### src/logic/ptc_defines.svh
`ifndef PTC_DEFINES_SVH
`define PTC_DEFINES_SVH
// ============================================================
// Register byte offsets
`define PTC_OFF_WIN4 8'h9C
`define PTC_OFF_CTL 8'hA0
`define PTC_OFF_DATA 8'hA4
`define PTC_OFF_STS 8'hA8
// ============================================================
// Window-4 setup fields and fixed values
`define PTC_WIN4_SPACE_BIT 0
`define PTC_WIN4_SPACE_VAL 1'h0
`define PTC_WIN4_TYPE_HI 2
`define PTC_WIN4_TYPE_LO 1
`define PTC_WIN4_TYPE_VAL 2'h0
`define PTC_WIN4_CACHE_BIT 3
`define PTC_WIN4_CACHE_VAL 1'h0
`define PTC_WIN4_SIZE_HI 9
`define PTC_WIN4_SIZE_LO 4
`define PTC_WIN4_SIZE_VAL 6'hC
`define PTC_WIN4_EN_BIT 31
`define PTC_WIN4_EN_LANE 3
// ============================================================
// Control register fields
`define PTC_CTL_DW_HI 7
`define PTC_CTL_DW_LO 2
`define PTC_CTL_UP_HI 11
`define PTC_CTL_UP_LO 8
`define PTC_CTL_FN_HI 14
`define PTC_CTL_FN_LO 12
`define PTC_CTL_SLOT_HI 19
`define PTC_CTL_SLOT_LO 15
`define PTC_CTL_BUS_HI 27
`define PTC_CTL_BUS_LO 20
`define PTC_CTL_KIND_BIT 30
`define PTC_CTL_RW_BIT 31
`define PTC_CTL_WMASK 32'hCFFF_FFFC
`define PTC_CTL_STICKY 32'h8FFF_FFFC
// ============================================================
// Status register fields, completion codes, bus answers
`define PTC_STS_BUSY_BIT 0
`define PTC_STS_DONE_BIT 1
`define PTC_STS_CODE_HI 4
`define PTC_STS_CODE_LO 2
`define PTC_STS_ABORT_BIT 5
`define PTC_STS_CAP_BIT 31
`define PTC_CPL_SC 3'h0
`define PTC_CPL_UR 3'h1
`define PTC_CPL_CRS 3'h2
`define PTC_CPL_CA 3'h3
`define PTC_CPL_RA 3'h4
`define PTC_RESP_OKAY 2'h0
`define PTC_RESP_SLVERR 2'h2
`endif

### src/logic/ptc_pkg.sv
`default_nettype none
package ptc_pkg;

  // ============================================================
  // Launcher states, Gray coded along idle, request, wait.
  typedef enum logic [1:0]
  {
    LCH_IDLE = 2'h0,
    LCH_REQ  = 2'h1,
    LCH_WAIT = 2'h3
  } ptc_lch_e;

  // Configuration request sent to the far side of the bridge.
  typedef struct packed {
    logic        write;
    logic        kind;
    logic [3:0]  be;
    logic [7:0]  bus;
    logic [4:0]  slot;
    logic [2:0]  fn;
    logic [3:0]  upper;
    logic [5:0]  dword;
    logic [31:0] data;
  } ptc_cfg_req_s;

  // Completion returned by the far side.
  typedef struct packed {
    logic [2:0]  status;
    logic [31:0] data;
  } ptc_cpl_s;

  // Whole state of the launcher.
  typedef struct packed {
    ptc_lch_e     st;
    logic         busy;
    logic         req_valid;
    logic         cancel;
    ptc_cfg_req_s req;
  } ptc_lch_s;

endpackage
`default_nettype wire

### src/logic/ptc_lane_merge.sv
`default_nettype none
// ============================================================
// Byte-lane write merge
module ptc_lane_merge
#(
  parameter int LANES = 4
)(
  input  wire logic [8*LANES-1:0] old_word,
  input  wire logic [8*LANES-1:0] new_word,
  input  wire logic [LANES-1:0]   strb,
  input  wire logic [8*LANES-1:0] wmask,
  output logic      [8*LANES-1:0] merged
);

  if (LANES < 1)
  begin : g_chk
    $error("ptc_lane_merge needs at least one lane.");
  end

  // Only strobed lanes change, and only their writable bits.
  for (genvar i = 0; i < LANES; i++)
  begin : g_lane
    assign merged[8*i +: 8] = strb[i] ?
      ((new_word[8*i +: 8] & wmask[8*i +: 8]) |
       (old_word[8*i +: 8] & ~wmask[8*i +: 8])) :
      old_word[8*i +: 8];
  end

endmodule
`default_nettype wire

### src/logic/ptc_launcher.sv
`default_nettype none
// ============================================================
// Configuration transaction launcher
module ptc_launcher
  import ptc_pkg::*;
(
  input  wire logic          aclk,
  input  wire logic          rst_n,
  input  wire logic          launch,
  input  wire ptc_cfg_req_s  launch_req,
  input  wire logic          abort,
  output var  ptc_cfg_req_s  req,
  output logic               req_valid,
  input  wire logic          req_ready,
  input  wire logic          cpl_valid,
  output logic               cancel,
  output logic               busy,
  output logic               fin
);

  ptc_lch_s st_r;
  ptc_lch_s st_nxt;

  // Next state; a completion in the same cycle as an abort wins.
  always_comb
  begin
    st_nxt        = st_r;
    st_nxt.cancel = 1'b0;
    fin           = 1'b0;
    case (st_r.st)
      LCH_IDLE:
        if (launch)
        begin
          st_nxt.st        = LCH_REQ;
          st_nxt.req       = launch_req;
          st_nxt.req_valid = 1'b1;
          st_nxt.busy      = 1'b1;
        end
      LCH_REQ:
        if (abort)
        begin
          st_nxt           = '0;
          st_nxt.req       = st_r.req;
          st_nxt.cancel    = 1'b1;
        end
        else if (req_ready)
        begin
          st_nxt.st        = LCH_WAIT;
          st_nxt.req_valid = 1'b0;
        end
      LCH_WAIT:
        if (cpl_valid)
        begin
          fin              = 1'b1;
          st_nxt.st        = LCH_IDLE;
          st_nxt.busy      = 1'b0;
        end
        else if (abort)
        begin
          st_nxt.st        = LCH_IDLE;
          st_nxt.busy      = 1'b0;
          st_nxt.cancel    = 1'b1;
        end
      default:
        st_nxt = '0;
    endcase
    if (!rst_n)
    begin
      st_nxt = '0;
    end
  end

  always_ff @(posedge aclk)
  begin
    st_r <= st_nxt;
  end

  assign req       = st_r.req;
  assign req_valid = st_r.req_valid;
  assign cancel    = st_r.cancel;
  assign busy      = st_r.busy;

endmodule
`default_nettype wire

### src/logic/ptc_top.sv
`include "ptc_defines.svh"
`default_nettype none
module ptc_top
  import ptc_pkg::*;
#(
  parameter int ADDR_W = 8
)(
  input  wire logic              aclk,
  input  wire logic              aresetn,
  input  wire logic              pwr_on_rst_n,
  input  wire logic [ADDR_W-1:0] s_axi_awaddr,
  input  wire logic              s_axi_awvalid,
  output logic                   s_axi_awready,
  input  wire logic [31:0]       s_axi_wdata,
  input  wire logic [3:0]        s_axi_wstrb,
  input  wire logic              s_axi_wvalid,
  output logic                   s_axi_wready,
  output logic [1:0]             s_axi_bresp,
  output logic                   s_axi_bvalid,
  input  wire logic              s_axi_bready,
  input  wire logic [ADDR_W-1:0] s_axi_araddr,
  input  wire logic              s_axi_arvalid,
  output logic                   s_axi_arready,
  output logic [31:0]            s_axi_rdata,
  output logic [1:0]             s_axi_rresp,
  output logic                   s_axi_rvalid,
  input  wire logic              s_axi_rready,
  output var  ptc_cfg_req_s      cfg_req,
  output logic                   cfg_req_valid,
  input  wire logic              cfg_req_ready,
  output logic                   cfg_cancel,
  input  wire logic              cpl_valid,
  input  wire ptc_cpl_s          cpl,
  output logic                   window4_enable
);

  // ============================================================
  // Elaboration checks
  if (ADDR_W < 8 || ADDR_W > 32)
  begin : g_chk
    $error("ptc_top needs an address width of 8 to 32 bits.");
  end

  // ============================================================
  // Register addresses at the bus width
  localparam logic [ADDR_W-1:0] A_WIN4 = ADDR_W'(`PTC_OFF_WIN4);
  localparam logic [ADDR_W-1:0] A_CTL  = ADDR_W'(`PTC_OFF_CTL);
  localparam logic [ADDR_W-1:0] A_DATA = ADDR_W'(`PTC_OFF_DATA);
  localparam logic [ADDR_W-1:0] A_STS  = ADDR_W'(`PTC_OFF_STS);

  // ============================================================
  // State of the block in one record
  typedef struct packed {
    logic              awready;
    logic              aw_have;
    logic [ADDR_W-1:0] awaddr;
    logic              wready;
    logic              w_have;
    logic [31:0]       wdata;
    logic [3:0]        wstrb;
    logic              bvalid;
    logic [1:0]        bresp;
    logic              arready;
    logic              ar_have;
    logic [ADDR_W-1:0] araddr;
    logic              rvalid;
    logic [31:0]       rdata;
    logic [1:0]        rresp;
    logic              win_en;
    logic [31:0]       ctl;
    logic [31:0]       data;
    logic              done;
    logic [2:0]        code;
    logic              aborted;
  } ptc_top_s;

  ptc_top_s     st_r;
  ptc_top_s     st_nxt;

  logic         wr_go;
  logic         rd_go;
  logic [31:0]  ctl_merged;
  logic [31:0]  data_merged;
  logic [31:0]  rd_word;
  logic         rd_err;
  logic         lch_go;
  logic         lch_abort;
  logic         lch_busy;
  logic         lch_fin;
  logic         core_rst_n;
  ptc_cfg_req_s lch_req;

  // A register access runs once both halves of a write, or the
  // read address, are held and the previous answer is gone.
  assign wr_go      = st_r.aw_have & st_r.w_have & ~st_r.bvalid;
  assign rd_go      = st_r.ar_have & ~st_r.rvalid;
  assign core_rst_n = aresetn & pwr_on_rst_n;

  // ============================================================
  // Byte-lane merges for the control and data registers
  ptc_lane_merge #(
    .LANES    (4)
  ) u_ctl_merge (
    .old_word (st_r.ctl),
    .new_word (st_r.wdata),
    .strb     (st_r.wstrb),
    .wmask    (`PTC_CTL_WMASK),
    .merged   (ctl_merged)
  );

  ptc_lane_merge #(
    .LANES    (4)
  ) u_data_merge (
    .old_word (st_r.data),
    .new_word (st_r.wdata),
    .strb     (st_r.wstrb),
    .wmask    ({32{1'b1}}),
    .merged   (data_merged)
  );

  // ============================================================
  // Request built from the control fields and the data write
  always_comb
  begin
    lch_req.write = st_r.ctl[`PTC_CTL_RW_BIT];
    lch_req.kind  = st_r.ctl[`PTC_CTL_KIND_BIT];
    lch_req.be    = st_r.wstrb;
    lch_req.bus   = st_r.ctl[`PTC_CTL_BUS_HI:`PTC_CTL_BUS_LO];
    lch_req.slot  = st_r.ctl[`PTC_CTL_SLOT_HI:`PTC_CTL_SLOT_LO];
    lch_req.fn    = st_r.ctl[`PTC_CTL_FN_HI:`PTC_CTL_FN_LO];
    lch_req.upper = st_r.ctl[`PTC_CTL_UP_HI:`PTC_CTL_UP_LO];
    lch_req.dword = st_r.ctl[`PTC_CTL_DW_HI:`PTC_CTL_DW_LO];
    // A read carries the word too; the far side ignores it then.
    lch_req.data  = data_merged;
  end

  // ============================================================
  // Transaction launcher toward the far side
  ptc_launcher u_launcher (
    .aclk       (aclk),
    .rst_n      (core_rst_n),
    .launch     (lch_go),
    .launch_req (lch_req),
    .abort      (lch_abort),
    .req        (cfg_req),
    .req_valid  (cfg_req_valid),
    .req_ready  (cfg_req_ready),
    .cpl_valid  (cpl_valid),
    .cancel     (cfg_cancel),
    .busy       (lch_busy),
    .fin        (lch_fin)
  );

  // ============================================================
  // Read decode; unmapped addresses answer with a slave error.
  always_comb
  begin
    rd_word = '0;
    rd_err  = 1'b0;
    case (st_r.araddr)
      A_WIN4:
      begin
        rd_word[`PTC_WIN4_SPACE_BIT] = `PTC_WIN4_SPACE_VAL;
        rd_word[`PTC_WIN4_TYPE_HI:`PTC_WIN4_TYPE_LO] =
          `PTC_WIN4_TYPE_VAL;
        rd_word[`PTC_WIN4_CACHE_BIT] = `PTC_WIN4_CACHE_VAL;
        rd_word[`PTC_WIN4_SIZE_HI:`PTC_WIN4_SIZE_LO] =
          `PTC_WIN4_SIZE_VAL;
        rd_word[`PTC_WIN4_EN_BIT] = st_r.win_en;
      end
      A_CTL:
        rd_word = st_r.ctl;
      A_DATA:
        rd_word = st_r.data;
      A_STS:
      begin
        rd_word[`PTC_STS_BUSY_BIT]  = lch_busy;
        rd_word[`PTC_STS_DONE_BIT]  = st_r.done;
        rd_word[`PTC_STS_CODE_HI:`PTC_STS_CODE_LO] = st_r.code;
        rd_word[`PTC_STS_ABORT_BIT] = st_r.aborted;
        rd_word[`PTC_STS_CAP_BIT]   = 1'b1;
      end
      default:
        rd_err = 1'b1;
    endcase
  end

  // ============================================================
  // Next-state logic for bus, registers and flags
  always_comb
  begin
    st_nxt    = st_r;
    lch_go    = 1'b0;
    lch_abort = 1'b0;

    // Address and data may arrive in either order.
    if (s_axi_awvalid && st_r.awready)
    begin
      st_nxt.aw_have = 1'b1;
      st_nxt.awaddr  = s_axi_awaddr;
    end
    if (s_axi_wvalid && st_r.wready)
    begin
      st_nxt.w_have = 1'b1;
      st_nxt.wdata  = s_axi_wdata;
      st_nxt.wstrb  = s_axi_wstrb;
    end
    if (s_axi_arvalid && st_r.arready)
    begin
      st_nxt.ar_have = 1'b1;
      st_nxt.araddr  = s_axi_araddr;
    end

    // Answers stand until the master takes them.
    if (st_r.bvalid && s_axi_bready)
    begin
      st_nxt.bvalid = 1'b0;
    end
    if (st_r.rvalid && s_axi_rready)
    begin
      st_nxt.rvalid = 1'b0;
    end

    // Read answer, one cycle after the address is taken.
    if (rd_go)
    begin
      st_nxt.ar_have = 1'b0;
      st_nxt.rvalid  = 1'b1;
      st_nxt.rdata   = rd_word;
      st_nxt.rresp   = rd_err ? `PTC_RESP_SLVERR : `PTC_RESP_OKAY;
    end

    // Register write, one cycle after both halves are held.
    if (wr_go)
    begin
      st_nxt.aw_have = 1'b0;
      st_nxt.w_have  = 1'b0;
      st_nxt.bvalid  = 1'b1;
      st_nxt.bresp   = `PTC_RESP_OKAY;
      case (st_r.awaddr)
        A_WIN4:
          // Every other bit of this register is fixed.
          if (st_r.wstrb[`PTC_WIN4_EN_LANE])
          begin
            st_nxt.win_en = st_r.wdata[`PTC_WIN4_EN_BIT];
          end
        A_CTL:
          st_nxt.ctl = ctl_merged;
        A_DATA:
          // A launch while busy is dropped so the transaction in
          // flight keeps its payload and its returned word.
          if (!lch_busy)
          begin
            lch_go         = 1'b1;
            st_nxt.done    = 1'b0;
            st_nxt.aborted = 1'b0;
            if (st_r.ctl[`PTC_CTL_RW_BIT])
            begin
              st_nxt.data = data_merged;
            end
          end
        A_STS:
          if (st_r.wstrb[0] && st_r.wdata[`PTC_STS_DONE_BIT])
          begin
            st_nxt.done = 1'b0;
            lch_abort   = lch_busy;
          end
        default:
          st_nxt.bresp = `PTC_RESP_SLVERR;
      endcase
    end

    // Completion is applied after the clear, so a completion in
    // the cycle of a write-one-to-clear still sets the flag.
    if (lch_fin)
    begin
      st_nxt.done    = 1'b1;
      st_nxt.code    = cpl.status;
      st_nxt.aborted = (cpl.status == `PTC_CPL_RA);
      if (!st_r.ctl[`PTC_CTL_RW_BIT])
      begin
        st_nxt.data = cpl.data;
      end
    end
    else if (lch_abort)
    begin
      // Abort by software is reported as a requester abort.
      st_nxt.code    = `PTC_CPL_RA;
      st_nxt.aborted = 1'b1;
    end

    // Ready only while nothing is held and no answer is pending.
    st_nxt.awready = ~st_nxt.aw_have & ~st_nxt.bvalid;
    st_nxt.wready  = ~st_nxt.w_have & ~st_nxt.bvalid;
    st_nxt.arready = ~st_nxt.ar_have & ~st_nxt.rvalid;

    // Hot reset keeps the sticky fields and the done flag; the bus
    // side, cycle kind, code and abort fields return to zero.
    if (!aresetn)
    begin
      st_nxt        = '0;
      st_nxt.win_en = st_r.win_en;
      st_nxt.ctl    = st_r.ctl & `PTC_CTL_STICKY;
      st_nxt.data   = st_r.data;
      st_nxt.done   = st_r.done;
    end
  end

  // ============================================================
  // State register; power-on reset clears everything.
  always_ff @(posedge aclk)
  begin
    if (!pwr_on_rst_n)
    begin
      st_r <= '0;
    end
    else
    begin
      st_r <= st_nxt;
    end
  end

  // ============================================================
  // Outputs straight from the state register
  assign s_axi_awready  = st_r.awready;
  assign s_axi_wready   = st_r.wready;
  assign s_axi_bvalid   = st_r.bvalid;
  assign s_axi_bresp    = st_r.bresp;
  assign s_axi_arready  = st_r.arready;
  assign s_axi_rvalid   = st_r.rvalid;
  assign s_axi_rdata    = st_r.rdata;
  assign s_axi_rresp    = st_r.rresp;
  // The window base logic elsewhere reads zero while this is low.
  assign window4_enable = st_r.win_en;

endmodule
`default_nettype wire

### config.mk
export PLATFORM = sky130hd
export DESIGN_NAME = ptc_top
export DESIGN_NICKNAME = d
export VERILOG_FILES = /design/src/logic/ptc_pkg.sv /design/src/logic/ptc_lane_merge.sv /design/src/logic/ptc_launcher.sv /design/src/logic/ptc_top.sv
export VERILOG_INCLUDE_DIRS = /design/src /design/src/logic
export SDC_FILE = /design/constraint.sdc
export NUM_CORES = 1
export LEC_CHECK = 0
export BUFFER_PORTS_ARGS = -buffer_cell sky130_fd_sc_hd__buf_2
export CAP_MARGIN = 20
export CORE_ASPECT_RATIO = 1.4
export CORE_MARGIN = 8
export CORE_UTILIZATION = 55
export CTS_CLUSTER_SIZE = 28
export DETAILED_ROUTE_END_ITERATION = 16
export PLACE_DENSITY = 0.78
export SLEW_MARGIN = 20
export SYNTH_ARGS = -nofsm -noshare
export SYNTH_HDL_FRONTEND = slang
export SYNTH_SLANG_ARGS = --single-unit
### constraint.sdc
create_clock -name aclk -period 2.2 [get_ports aclk]
set_input_delay 0 -clock aclk [delete_from_list [all_inputs] [get_ports aclk]]
set_output_delay 0 -clock aclk [all_outputs]
set_load 0.02 [all_outputs]
; ---- After elaboration in Yosys (flattened, before gate mapping)
; Cells that the tools add are included.
[word_totals]
ff_bits = 235
input_bits = 97
out_inout_bits = 108
[classes]
eq_ne = 18
n_mux = 57
n_bitwise = 18
reduce_logical = 28
[ops]
columns = op, n
row1 = 64-bit one-hot mux with 3 select lines, 1
row2 = 33-bit 2-to-1 mux, 3
row3 = 32-bit 2-to-1 mux, 3
row4 = 65-bit 2-to-1 mux, 1
row5 = "8-bit equality test, second input constant", 8
row6 = 64-bit 2-to-1 mux, 1
row7 = 21-bit one-hot mux with 2 select lines, 1
row8 = 37-bit 2-to-1 mux, 1
row9 = 35-bit 2-to-1 mux, 1
row10 = 8-bit 2-to-1 mux, 4
row11 = 1-bit 2-to-1 mux, 22
row12 = 3-bit AND reduction, 7
row13 = 4-bit AND reduction, 5
row14 = 9-bit 2-to-1 mux, 2
row15 = 6-bit one-hot mux with 3 select lines, 1
row16 = "3-bit != test, second input constant", 5
row17 = 4-bit 2-to-1 mux, 3
row18 = 4-bit one-hot mux with 3 select lines, 1
row19 = 3-bit 2-to-1 mux, 3
row20 = 1-bit inverter, 9
row21 = 3-bit one-hot mux with 3 select lines, 1
row22 = 3-bit nonzero test, 3
row23 = 2-bit 2-to-1 mux, 4
row24 = 8-bit by 2-bit OR with 8-bit output, 1
row25 = 15 further kinds, 30

; ---- Depth between registers and ports, before layout
; Gate-level depths: netlist (run 1).
[depth]
word_depth = 7
mapped_depth = 7

; ---- Cells and area by module
; A second synthesis (run 1) with hierarchy kept.
[hier_totals]
hier_cells = 1169
area_unflattened_um2 = 11048.1
[by_module_without_submodules]
columns = module, instances, cells_each, area_per_inst_um2
row1 = ptc_top, 1, 799, 7086.8
row2 = ptc_launcher, 1, 234, 2677.6
row3 = ptc_lane_merge, 2, 68, 641.9

; ---- Worst setup path before layout (run 1)
; No wires, ideal clock.
[synth_timing]
kind = reg-to-reg
startpoint = register st_r[158] (netlist bit)
endpoint = register st_r[35] (netlist bit)
setup_ns = 0.122
t_arrival_ns = 1.675
setup_slack_ns = 0.403
stages_incl_launch_ff = 7
path_buffers = 2
path_cell_list = dfxtp_1 buf_4 nor4bb_1 and4_1 buf_4 o22ai_1 a221o_1
[synth_between]
elab_chain_cells = 5
[synth_rtl]
columns = item, line_no
row1 = start: declaration, ptc_top.sv:77  ; ptc_top_s st_r;
row2 = start signal: assignment, ptc_top.sv:319  ; st_r <= st_nxt;
row3 = 8-bit equality test *, ptc_top.sv:240  ; case (st_r.awaddr)
row4 = 32-bit 2-to-1 mux *, ptc_top.sv:240
row5 = 33-bit 2-to-1 mux *, ptc_top.sv:234  ; if (wr_go)
row6 = 32-bit 2-to-1 mux, ptc_top.sv:280  ; if (!st_r.ctl[`PTC_CTL_RW_BIT])
row7 = 33-bit 2-to-1 mux *, ptc_top.sv:275  ; if (lch_fin)
; Every way passes the cells marked *; elsewhere a longest branch is shown, timed or not. The select of a mux whose other input is x is not followed.
; A chain may end at the register's enable or synchronous reset.

; ---- Final worst setup path (run 1)
[layout_timing]
startpoint = register u_launcher.st_r, in the netlist u_launcher.busy
endpoint = register st_r[35] (netlist bit)
[layout_between]
elab_chain_cells = 5
[layout_rtl]
columns = item, line_no
row1 = start: declaration, ptc_launcher.sv:21  ; ptc_lch_s st_r;
row2 = start signal: assignment, ptc_launcher.sv:75  ; st_r <= st_nxt;
row3 = 33-bit 2-to-1 mux *, ptc_top.sv:252  ; if (!lch_busy)
row4 = 32-bit 2-to-1 mux *, ptc_top.sv:240
row5 = 33-bit 2-to-1 mux *, ptc_top.sv:234
row6 = 32-bit 2-to-1 mux, ptc_top.sv:280
row7 = 33-bit 2-to-1 mux *, ptc_top.sv:275
; Marked as above.

==> results of run 1 <==
metal layers:
layer / part of all wire / vias up / routed length (um)
met5: 0.00032 / - / 10
met4: 0.046 / 2 / 1440
met3: 0.076 / 106 / 2360
met2: 0.49 / 425 / 15300
met1: 0.38 / 4295 / 11900
li1: - / 4245 / -
Yosys cell counts, drive strengths merged:
master and number:
mux2i 65, a221oi 20, nand2b 4, nor2 37, and3 4, and4 2, o211ai 1, mux2 4
o21ai 33, inv 38, o22ai 35, nor3b 3, and4b 2, a22oi 1, nand4 7, nor4bb 5
and2 36, conb 1, nand2 163, or4b 2, a22o 40, nand3b 1, clkbuf 49, nand4b 3
nor2b 33, nor3 12, nor4b 1, o21a 1, nand3 11, nor4 6, o2bb2ai 32, dfxtp 229
and3b 2, buf 125, a211oi 4, a32o 1, a21oi 70, a311oi 1, a221o 31, a31oi 1
worst min-delay path, delay by kind of cell:
kind,cells,cell delay (ns)
AO/OA/AOI/OAI,2,0.19
buffers and inverters,1,0.09
AND/OR/NAND/NOR,2,0.20
worst max-delay path by stage:
| stage | slack [ns] | endpoint | cells past startpoint | from |
|---|---|---|---|---|
| global route | 0.08 | st_r[35]$_SDFFE_PN0P_ | 4 | u_launcher.busy$_SDFFE_PN0P_ |
| finish | 0.22 | st_r[35]$_SDFFE_PN0P_ | 4 | u_launcher.busy$_SDFFE_PN0P_ |
| CTS | 0.21 | st_r[35]$_SDFFE_PN0P_ | 4 | u_launcher.busy$_SDFFE_PN0P_ |
| detailed placement | 0.25 | st_r[36]$_SDFFE_PN0P_ | 4 | u_launcher.busy$_SDFFE_PN0P_ |
| global placement | 0.30 | st_r[29]$_SDFFE_PN0P_ | 4 | u_launcher.busy$_SDFFE_PN0P_ |
| floorplan | 0.40 | st_r[35]$_SDFFE_PN0P_ | 6 | st_r[158]$_SDFFE_PN0P_ |
state kept, by name, indices dropped and copies added, names as in the netlist, 2 cells and up:
signal / flops
lch_req: 32
s_axi_rdata: 32
st_r: 88
u_launcher.req: 64
u_launcher.st_r: 2
cells by family after synthesis:
kind of cell | after synthesis | share of synthesized area
flops | 229 | 0.454
buf+inv | 212 | 0.118
simple gates | 334 | 0.166
mux | 69 | 0.0689
other cells | 1 | 0.000371
compound gates | 271 | 0.193
metrics by stage:
stage	hold WS (ns)	setup slack (ns)	cells
after floorplan	0.136	0.403	1117
after global placement	0.243	0.301	1432
after detailed placement	0.246	0.247	1432
after CTS	0.00102	0.207	1571
after global routing	0.00217	0.0776	1572
final	0.00559	0.216	1572
power by group through the flow:
stage          Combinational [mW]  Sequential (mW)  Clock, mW
2_1_floorplan               0.198             4.28          0
3_3_place_gp                0.366             4.28          0
3_5_place_dp                0.369             4.28          0
4_1_cts                     0.494             4.18       4.37
5_1_grt                     0.543             4.18       4.54
6_report                    0.508             4.18       4.34
final cells by class:
| class | count | area share |
|---|---|---|
| multi-input cells | 676 | 0.345 |
| clock buffers | 28 | 0.0503 |
| repair buffers | 350 | 0.189 |
| diodes | 1 | 0.000199 |
| clock inverters | 10 | 0.0161 |
| flip-flops and latches | 229 | 0.364 |
| inverters | 38 | 0.0113 |
| well taps | 240 | 0.0238 |
==> results.json, run 1 <==
{
  "fp.dieW_um": 131,
  "port-buffer-count": 202,
  "mostFrequentLayoutCell": "dfxtp_1",
  "max-cap-violations": 0,
  "worst_slew_pin_slew_ns": 0.596,
  "p_switching_mw": 1.89,
  "wirelength_mm": 31.0,
  "ys_seq_area_frac": 0.454,
  "io_pins": 205,
  "slew_viol_final": 0,
  "crit_fanout": 7,
  "relSlewSlack": 0.602,
  "ctsLongestPathBuffers": 3,
  "path_delay_family": "simple AND/OR/NAND/NOR gates",
  "vdd_ir_drop_max_mv": 0.594,
  "synth_area_sq_um": 10100,
  "cts.sinks": 229,
  "seq_area_sq_um": 4580,
  "setup_viol": 0,
  "grt_pass1_vias": 9325,
  "period_minus_slack_ns": 1.98,
  "internal_power_mw": 7.14,
  "cts-htree-levels": 1,
  "r2r_cells": 4,
  "final_cell_mix": "dfxtp_1 (229), buf_2 (202), nand2_1 (162)",
  "grt_max_degree": 45,
  "multi_input_area_sq_um": 4350,
  "fmax_mhz": 504,
  "gp_congestion": 0.902,
  "cp-start-kind": "register",
  "hold_start": "cpl[25]",
  "end_kind": "register",
  "synth_top_cell_by_area": "dfxtp_1",
  "fin_crit_sh": 0.902,
  "rsz0062_at_grt": "no",
  "ant_nets": 0,
  "drc": 0,
  "drtIter0Drc": 664,
  "r2r_slack_ns": 0.22,
  "clkPwrFrac": 0.481,
  "worstSkewPairLatency_ns": 0.50,
  "track_usage": 0.263,
  "syn_area_per_cell_sq_um": 9.05,
  "busiest_layer": "met2",
  "tns_ns": 0,
  "area_growth_pct": 24.7,
  "synth_cell_types": 49,
  "first_pass_iters": 5,
  "pwr-share-seq": 0.463,
  "swShare": 0.210,
  "fin_area_sq_um": 12600,
  "crit_type": "reg2reg",
  "routedWlPerCell_um": 19.7,
  "synth_top_cell_area_share": 0.454,
  "cts_resized": 0,
  "synth.area.top_cells": "dfxtp_1 (45%), buf_4 (7.6%), mux2i_1 (6.4%)",
  "crit_slowest_cell": "and4_1",
  "r2r-start": "u_launcher.busy$_SDFFE_PN0P_",
  "grt_use_met1": 0.304,
  "hold_buffers": 101,
  "synth-seq-cells": 229,
  "start_util": 0.561,
  "status": "completed",
  "final_hold_viol_count": 0,
  "hpwl_mm": 20.5,
  "path_buf_inv": 0,
  "finClkSkew_ns": 0.00881,
  "power_per_cell_area_nw_per_um2": 717,
  "grt_use_met3": 0.0468,
  "clk_pin_slew_worst_paths_ns": 0.07,
  "min_path_type": "in2reg",
  "die_area_sq_um": 23000,
  "yosysWarnings": 0,
  "overflow": 0,
  "regToRegEndpoint": "st_r[35]$_SDFFE_PN0P_",
  "vias_per_cell": 5.77,
  "clockRootBuffer": "clkbuf_16",
  "crit_chain": "nor4bb_1 -> and4_1 -> o22ai_1 -> a221o_1",
  "final_util": 0.700,
  "numCtsBuffers": 22,
  "met2_usage": 0.456,
  "comb_power_share": 0.056,
  "holdPathStages": 5,
  "worstPathRequired_ns": 2.59,
  "synthCells": 1116,
  "antenna_found_initial": 2,
  "grt_pass1_wl_mm": 48.7,
  "cts_setup_buffers": 0,
  "nets": 1414,
  "via_count": 9073,
  "arrival_ns": 2.37,
  "tritoncts": "done",
  "core_area_sq_um": 18000,
  "cp_slowest_stage_delay_ns": 0.46,
  "holdPathEnd": "st_r[30]$_SDFFE_PN0P_",
  "finalPower_mw": 9.03,
  "dpl_cell_area_sq_um": 10800,
  "rows": 58,
  "drive_above_1_share": 0.228,
  "fillers": 1379,
  "p_leak_nw": 5.24,
  "die_h_um": 176
}
No activity file was read; power rests on OpenSTA's default activity.
==> inputs of run 2 (changes only) <==
--- a/config.mk
+++ b/config.mk
@@ -13,7 +13,7 @@
 export CORE_UTILIZATION = 55
 export CTS_CLUSTER_SIZE = 28
 export DETAILED_ROUTE_END_ITERATION = 16
-export PLACE_DENSITY = 0.78
+export PLACE_DENSITY_LB_ADDON = 0.05
 export SLEW_MARGIN = 20
 export SYNTH_ARGS = -nofsm -noshare
 export SYNTH_HDL_FRONTEND = slang
==> results.json, run 2 (synthesis gave the netlist of run 1 again) <==
{
  "cts_setup_buffers": 0,
  "internal_power_mw": 6.53,
  "ctsLongestPathBuffers": 3,
  "arrival_ns": 2.35,
  "final_hold_viol_count": 0,
  "instances_no_fill": 1573,
  "vdd_ir_drop_max_mv": 0.613,
  "fillers": 1483,
  "die_area_sq_um": 23000,
  "rows": 58,
  "cp-start-kind": "register",
  "regMostFlops": "st_r",
  "clk_pin_slew_worst_paths_ns": 0.06,
  "antenna_found_initial": 1,
  "fin_area_sq_um": 12500,
  "largest_register_ffs": 88,
  "ant_nets": 0,
  "vias_per_cell": 5.55,
  "end_kind": "register",
  "overflow": 0,
  "track_usage": 0.249,
  "finClkSkew_ns": 0.0165,
  "drtIter0Drc": 559,
  "grt_pass1_wl_mm": 45.8,
  "power_per_cell_area_nw_per_um2": 671,
  "relSlewSlack": 0.514,
  "dp.cells": 1428,
  "setup_viol": 0,
  "port-buffer-count": 202,
  "mostFrequentLayoutCell": "dfxtp_1",
  "rsz0062_at_grt": "no",
  "grt_max_degree": 40,
  "p_leak_nw": 5.16,
  "io_pins": 205,
  "clockRootBuffer": "clkbuf_16",
  "crit_type": "reg2reg",
  "core_area_sq_um": 18000,
  "grt_pass1_vias": 8790,
  "start_util": 0.561,
  "worstSkewPairLatency_ns": 0.51,
  "status": "completed",
  "area_growth_pct": 23.6,
  "slew_viol_final": 0,
  "worstPathRequired_ns": 2.59,
  "min_path_type": "in2reg",
  "drc": 0,
  "gp_congestion": 0.899,
  "numCtsBuffers": 22,
  "dpl_cell_area_sq_um": 10700,
  "fmax_mhz": 509,
  "cts-htree-levels": 1,
  "crit_fanout": 8,
  "max-cap-violations": 0,
  "fp.dieW_um": 131,
  "tns_ns": 0,
  "nets": 1417,
  "die_h_um": 176,
  "via_count": 8732,
  "cts.sinks": 229,
  "hpwl_mm": 19.8,
  "clkPwrFrac": 0.440,
  "drive_above_1_share": 0.223,
  "fin_crit_sh": 0.892,
  "tritoncts": "done",
  "period_minus_slack_ns": 1.96,
  "worst_slew_pin_slew_ns": 0.729,
  "first_pass_iters": 5,
  "routedWlPerCell_um": 18.8,
  "wirelength_mm": 29.6,
  "pwr-share-seq": 0.499,
  "comb_power_share": 0.061,
  "finalPower_mw": 8.38,
  "p_switching_mw": 1.85,
  "swShare": 0.221,
  "final_cell_mix": "dfxtp_1 (229), buf_2 (202), nand2_1 (162)"
}
## run 2: cell type report
cell class              count  area (sq um)  area share
flip-flops and latches    229          4580       0.367
multi-input cells         676          4350       0.348
repair buffers            353          2430       0.194
clock buffers              31           636      0.0509
well taps                 240           300      0.0240
inverters                  38           143      0.0114
clock inverters             5          50.0     0.00401
diodes                      1          2.50    0.000200
## run 2: layer usage
metal | routed length [um] | global-route usage | vias to the layer above
li1 | - | - | 4245
met1 | 12300 | 0.297 | 4131
met2 | 14600 | 0.438 | 295
met3 | 1810 | 0.0371 | 61
met4 | 967 | 0.0907 | 0
met5 | 0 | 0 | -
## run 2: per-stage QoR
stage | hold WS, ns | util | worst slack [ns]
6_report | 0.0176 | 0.694 | 0.237
5_1_grt | 0.0350 | 0.694 | 0.0263
4_1_cts | 0.000549 | 0.694 | 0.156
3_5_place_dp | 0.247 | 0.595 | 0.178
3_3_place_gp | 0.243 | 0.595 | 0.205
2_1_floorplan | 0.136 | - | 0.403
## run 2: power groups by stage
stage                     clock network (mW)  registers (mW)  logic (mW)
after floorplan                            0            4.28       0.198
after CTS                               3.73            4.18       0.503
after global routing                    3.88            4.19       0.551
final                                   3.68            4.19       0.512
after detailed placement                   0            4.28       0.374
after global placement                     0            4.28       0.374
## run 2: path summary, 6_finish.rpt
path | cells past startpoint | from | end | slack (ns)
worst min-delay path | 3 | s_axi_awvalid | s_axi_awready$_SDFF_PN0_ | 0.02
worst max-delay path | 4 | u_launcher.busy$_SDFFE_PN0P_ | st_r[20]$_SDFFE_PN0P_ | 0.24
worst min register to register | 1 | u_launcher.req[14]$_SDFFE_PN0P_ | u_launcher.req[14]$_SDFFE_PN0P_ | 0.45
worst max register to register | 4 | u_launcher.busy$_SDFFE_PN0P_ | st_r[20]$_SDFFE_PN0P_ | 0.24
## run 2: critical path, cell delays in order, from the launching register on
cell      delay [ns]
dfxtp_1         0.35
nor4bb_1        0.43
and4_2          0.44
o22ai_2         0.22
a221o_1         0.40
## run 2: repair_timing
item | in CTS | in global routing
setup endpoints to repair | 0 | 6
hold endpoints to repair | 102 | 0
resized for setup | 0 | 2
hold buffers | 108 | 0
==> inputs of run 3 (changes only) <==
--- a/config.mk
+++ b/config.mk
@@ -11,6 +11,7 @@
 export CORE_ASPECT_RATIO = 1.4
 export CORE_MARGIN = 8
 export CORE_UTILIZATION = 55
+export CTS_BUF_LIST = sky130_fd_sc_hd__clkbuf_8
 export CTS_CLUSTER_SIZE = 28
 export DETAILED_ROUTE_END_ITERATION = 16
 export PLACE_DENSITY_LB_ADDON = 0.05
==> results.json, run 3 (synthesis gave the netlist of run 1 again) <==
{
  "area_growth_pct": 24.0,
  "vias_per_cell": 5.51,
  "routedWlPerCell_um": 18.8,
  "worst_slew_pin_slew_ns": 0.749,
  "fmax_mhz": 490,
  "cts.sinks": 229,
  "clk_pin_slew_worst_paths_ns": 0.07,
  "ant_nets": 0,
  "relSlewSlack": 0.501,
  "max-cap-violations": 0,
  "path_buf_inv": 2,
  "via_count": 8818,
  "cp-start-kind": "register",
  "drc": 0,
  "core_area_sq_um": 18000,
  "io_pins": 205,
  "hpwl_mm": 19.8,
  "drtIter0Drc": 512,
  "r2r-start": "st_r[156]$_SDFFE_PN0P_",
  "regMostFlops": "st_r",
  "antenna_found_initial": 1,
  "port-buffer-count": 202,
  "start_util": 0.561,
  "grt_pass1_wl_mm": 46.8,
  "die_h_um": 176,
  "min_path_type": "in2reg",
  "crit_slowest_cell": "dlygate4sd3_1",
  "grt_max_degree": 40,
  "path_delay_family": "buffers and inverters",
  "final_hold_viol_count": 0,
  "setup_viol": 0,
  "worstSkewPairLatency_ns": 0.51,
  "track_usage": 0.255,
  "crit_chain": "nor4b_4 -> buf_4 -> nand4_1 -> a21oi_1 -> dlygate4sd3_1",
  "end_kind": "register",
  "overflow": 0,
  "vdd_ir_drop_max_mv": 0.442,
  "instances_no_fill": 1601,
  "tritoncts": "done",
  "power_per_cell_area_nw_per_um2": 653,
  "fin_crit_sh": 0.927,
  "rsz0062_at_grt": "no",
  "cts-htree-levels": 2,
  "tns_ns": 0,
  "grt_pass1_vias": 8928,
  "rows": 58,
  "dpl_cell_area_sq_um": 10700,
  "crit_fanout": 7,
  "die_area_sq_um": 23000,
  "final_cell_mix": "dfxtp_1 (229), buf_2 (202), nand2_1 (162)",
  "finalPower_mw": 8.18,
  "fp.dieW_um": 131,
  "arrival_ns": 2.49,
  "status": "completed",
  "clockRootBuffer": "clkbuf_8",
  "nets": 1435,
  "final_util": 0.696,
  "fin_area_sq_um": 12500,
  "dp.cells": 1428,
  "mostFrequentLayoutCell": "dfxtp_1",
  "crit_start": "st_r[156]$_SDFFE_PN0P_",
  "hold_start": "cpl[27]",
  "wirelength_mm": 30.1,
  "cp_slowest_stage_delay_ns": 0.56,
  "period_minus_slack_ns": 2.04,
  "crit_type": "reg2reg",
  "first_pass_iters": 5,
  "worstPathRequired_ns": 2.65,
  "finClkSkew_ns": 0.0128,
  "largest_register_ffs": 88,
  "numCtsBuffers": 36,
  "slew_viol_final": 0,
  "drive_above_1_share": 0.235,
  "p_leak_nw": 5.23,
  "gp_congestion": 0.899,
  "ctsLongestPathBuffers": 3
}
## run 3: where the power goes
group | switching [mW] | internal [mW] | leakage (nW)
combinational | 0.265 | 0.247 | 2.99
clock | 1.61 | 1.87 | 0.391
sequential | 0.0185 | 4.17 | 1.85
## run 3: area by class of cell
class / count / area (sq um)
Antenna cell: 1 / 2.50
Clock buffer: 46 / 633
Clock inverter: 14 / 63.8
Fill cell: 1477 / 5470
Inverter: 38 / 143
Multi-Input combinational cell: 676 / 4340
Sequential cell: 229 / 4580
Tap cell: 240 / 300
Timing Repair Buffer: 357 / 2460
## run 3: worst reg2reg max path, stage by stage, from the launching register on
cell and delay [ns]:
dfxtp_1 0.34, nor4b_4 0.38, buf_4 0.21, nand4_1 0.26, a21oi_1 0.23, dlygate4sd3_1 0.56
## run 3: path summary, 6_finish.rpt
kind	endpoint	slack, ns	cells after the start
max reg2reg	st_r[3]$_SDFFE_PN0P_	0.16	5
min reg2reg	s_axi_rdata[29]$_SDFFE_PN0P_	0.45	2
min	st_r[32]$_SDFFE_PN0P_	0.01	5
max	st_r[3]$_SDFFE_PN0P_	0.16	5
## run 3: timing repair
item | 4_1_cts | 5_1_grt
hold buffers | 109 | 0
setup buffers | 0 | 3
setup endpoints to repair | 0 | 2
endpoints found under the hold margin | 101 | 0
resized for setup | 0 | 1
## run 3: metal layers
layer  global-route usage  vias to the layer above  wire (um)
li1                     -                     4272          -
met1                0.302                     4182      12500
met4               0.0970                        0        905
met3               0.0377                       65       1660
met2                0.451                      299      15000
met5                    0                        -          0
## run 3: per-stage QoR
| step | hold slack, ns | worst slack, ns |
|---|---|---|
| floorplan | 0.136 | 0.403 |
| global placement | 0.243 | 0.205 |
| detailed placement | 0.247 | 0.178 |
| CTS | 0.000559 | 0.162 |
| global route | 0.0170 | 0.0198 |
| finish | 0.0111 | 0.160 |
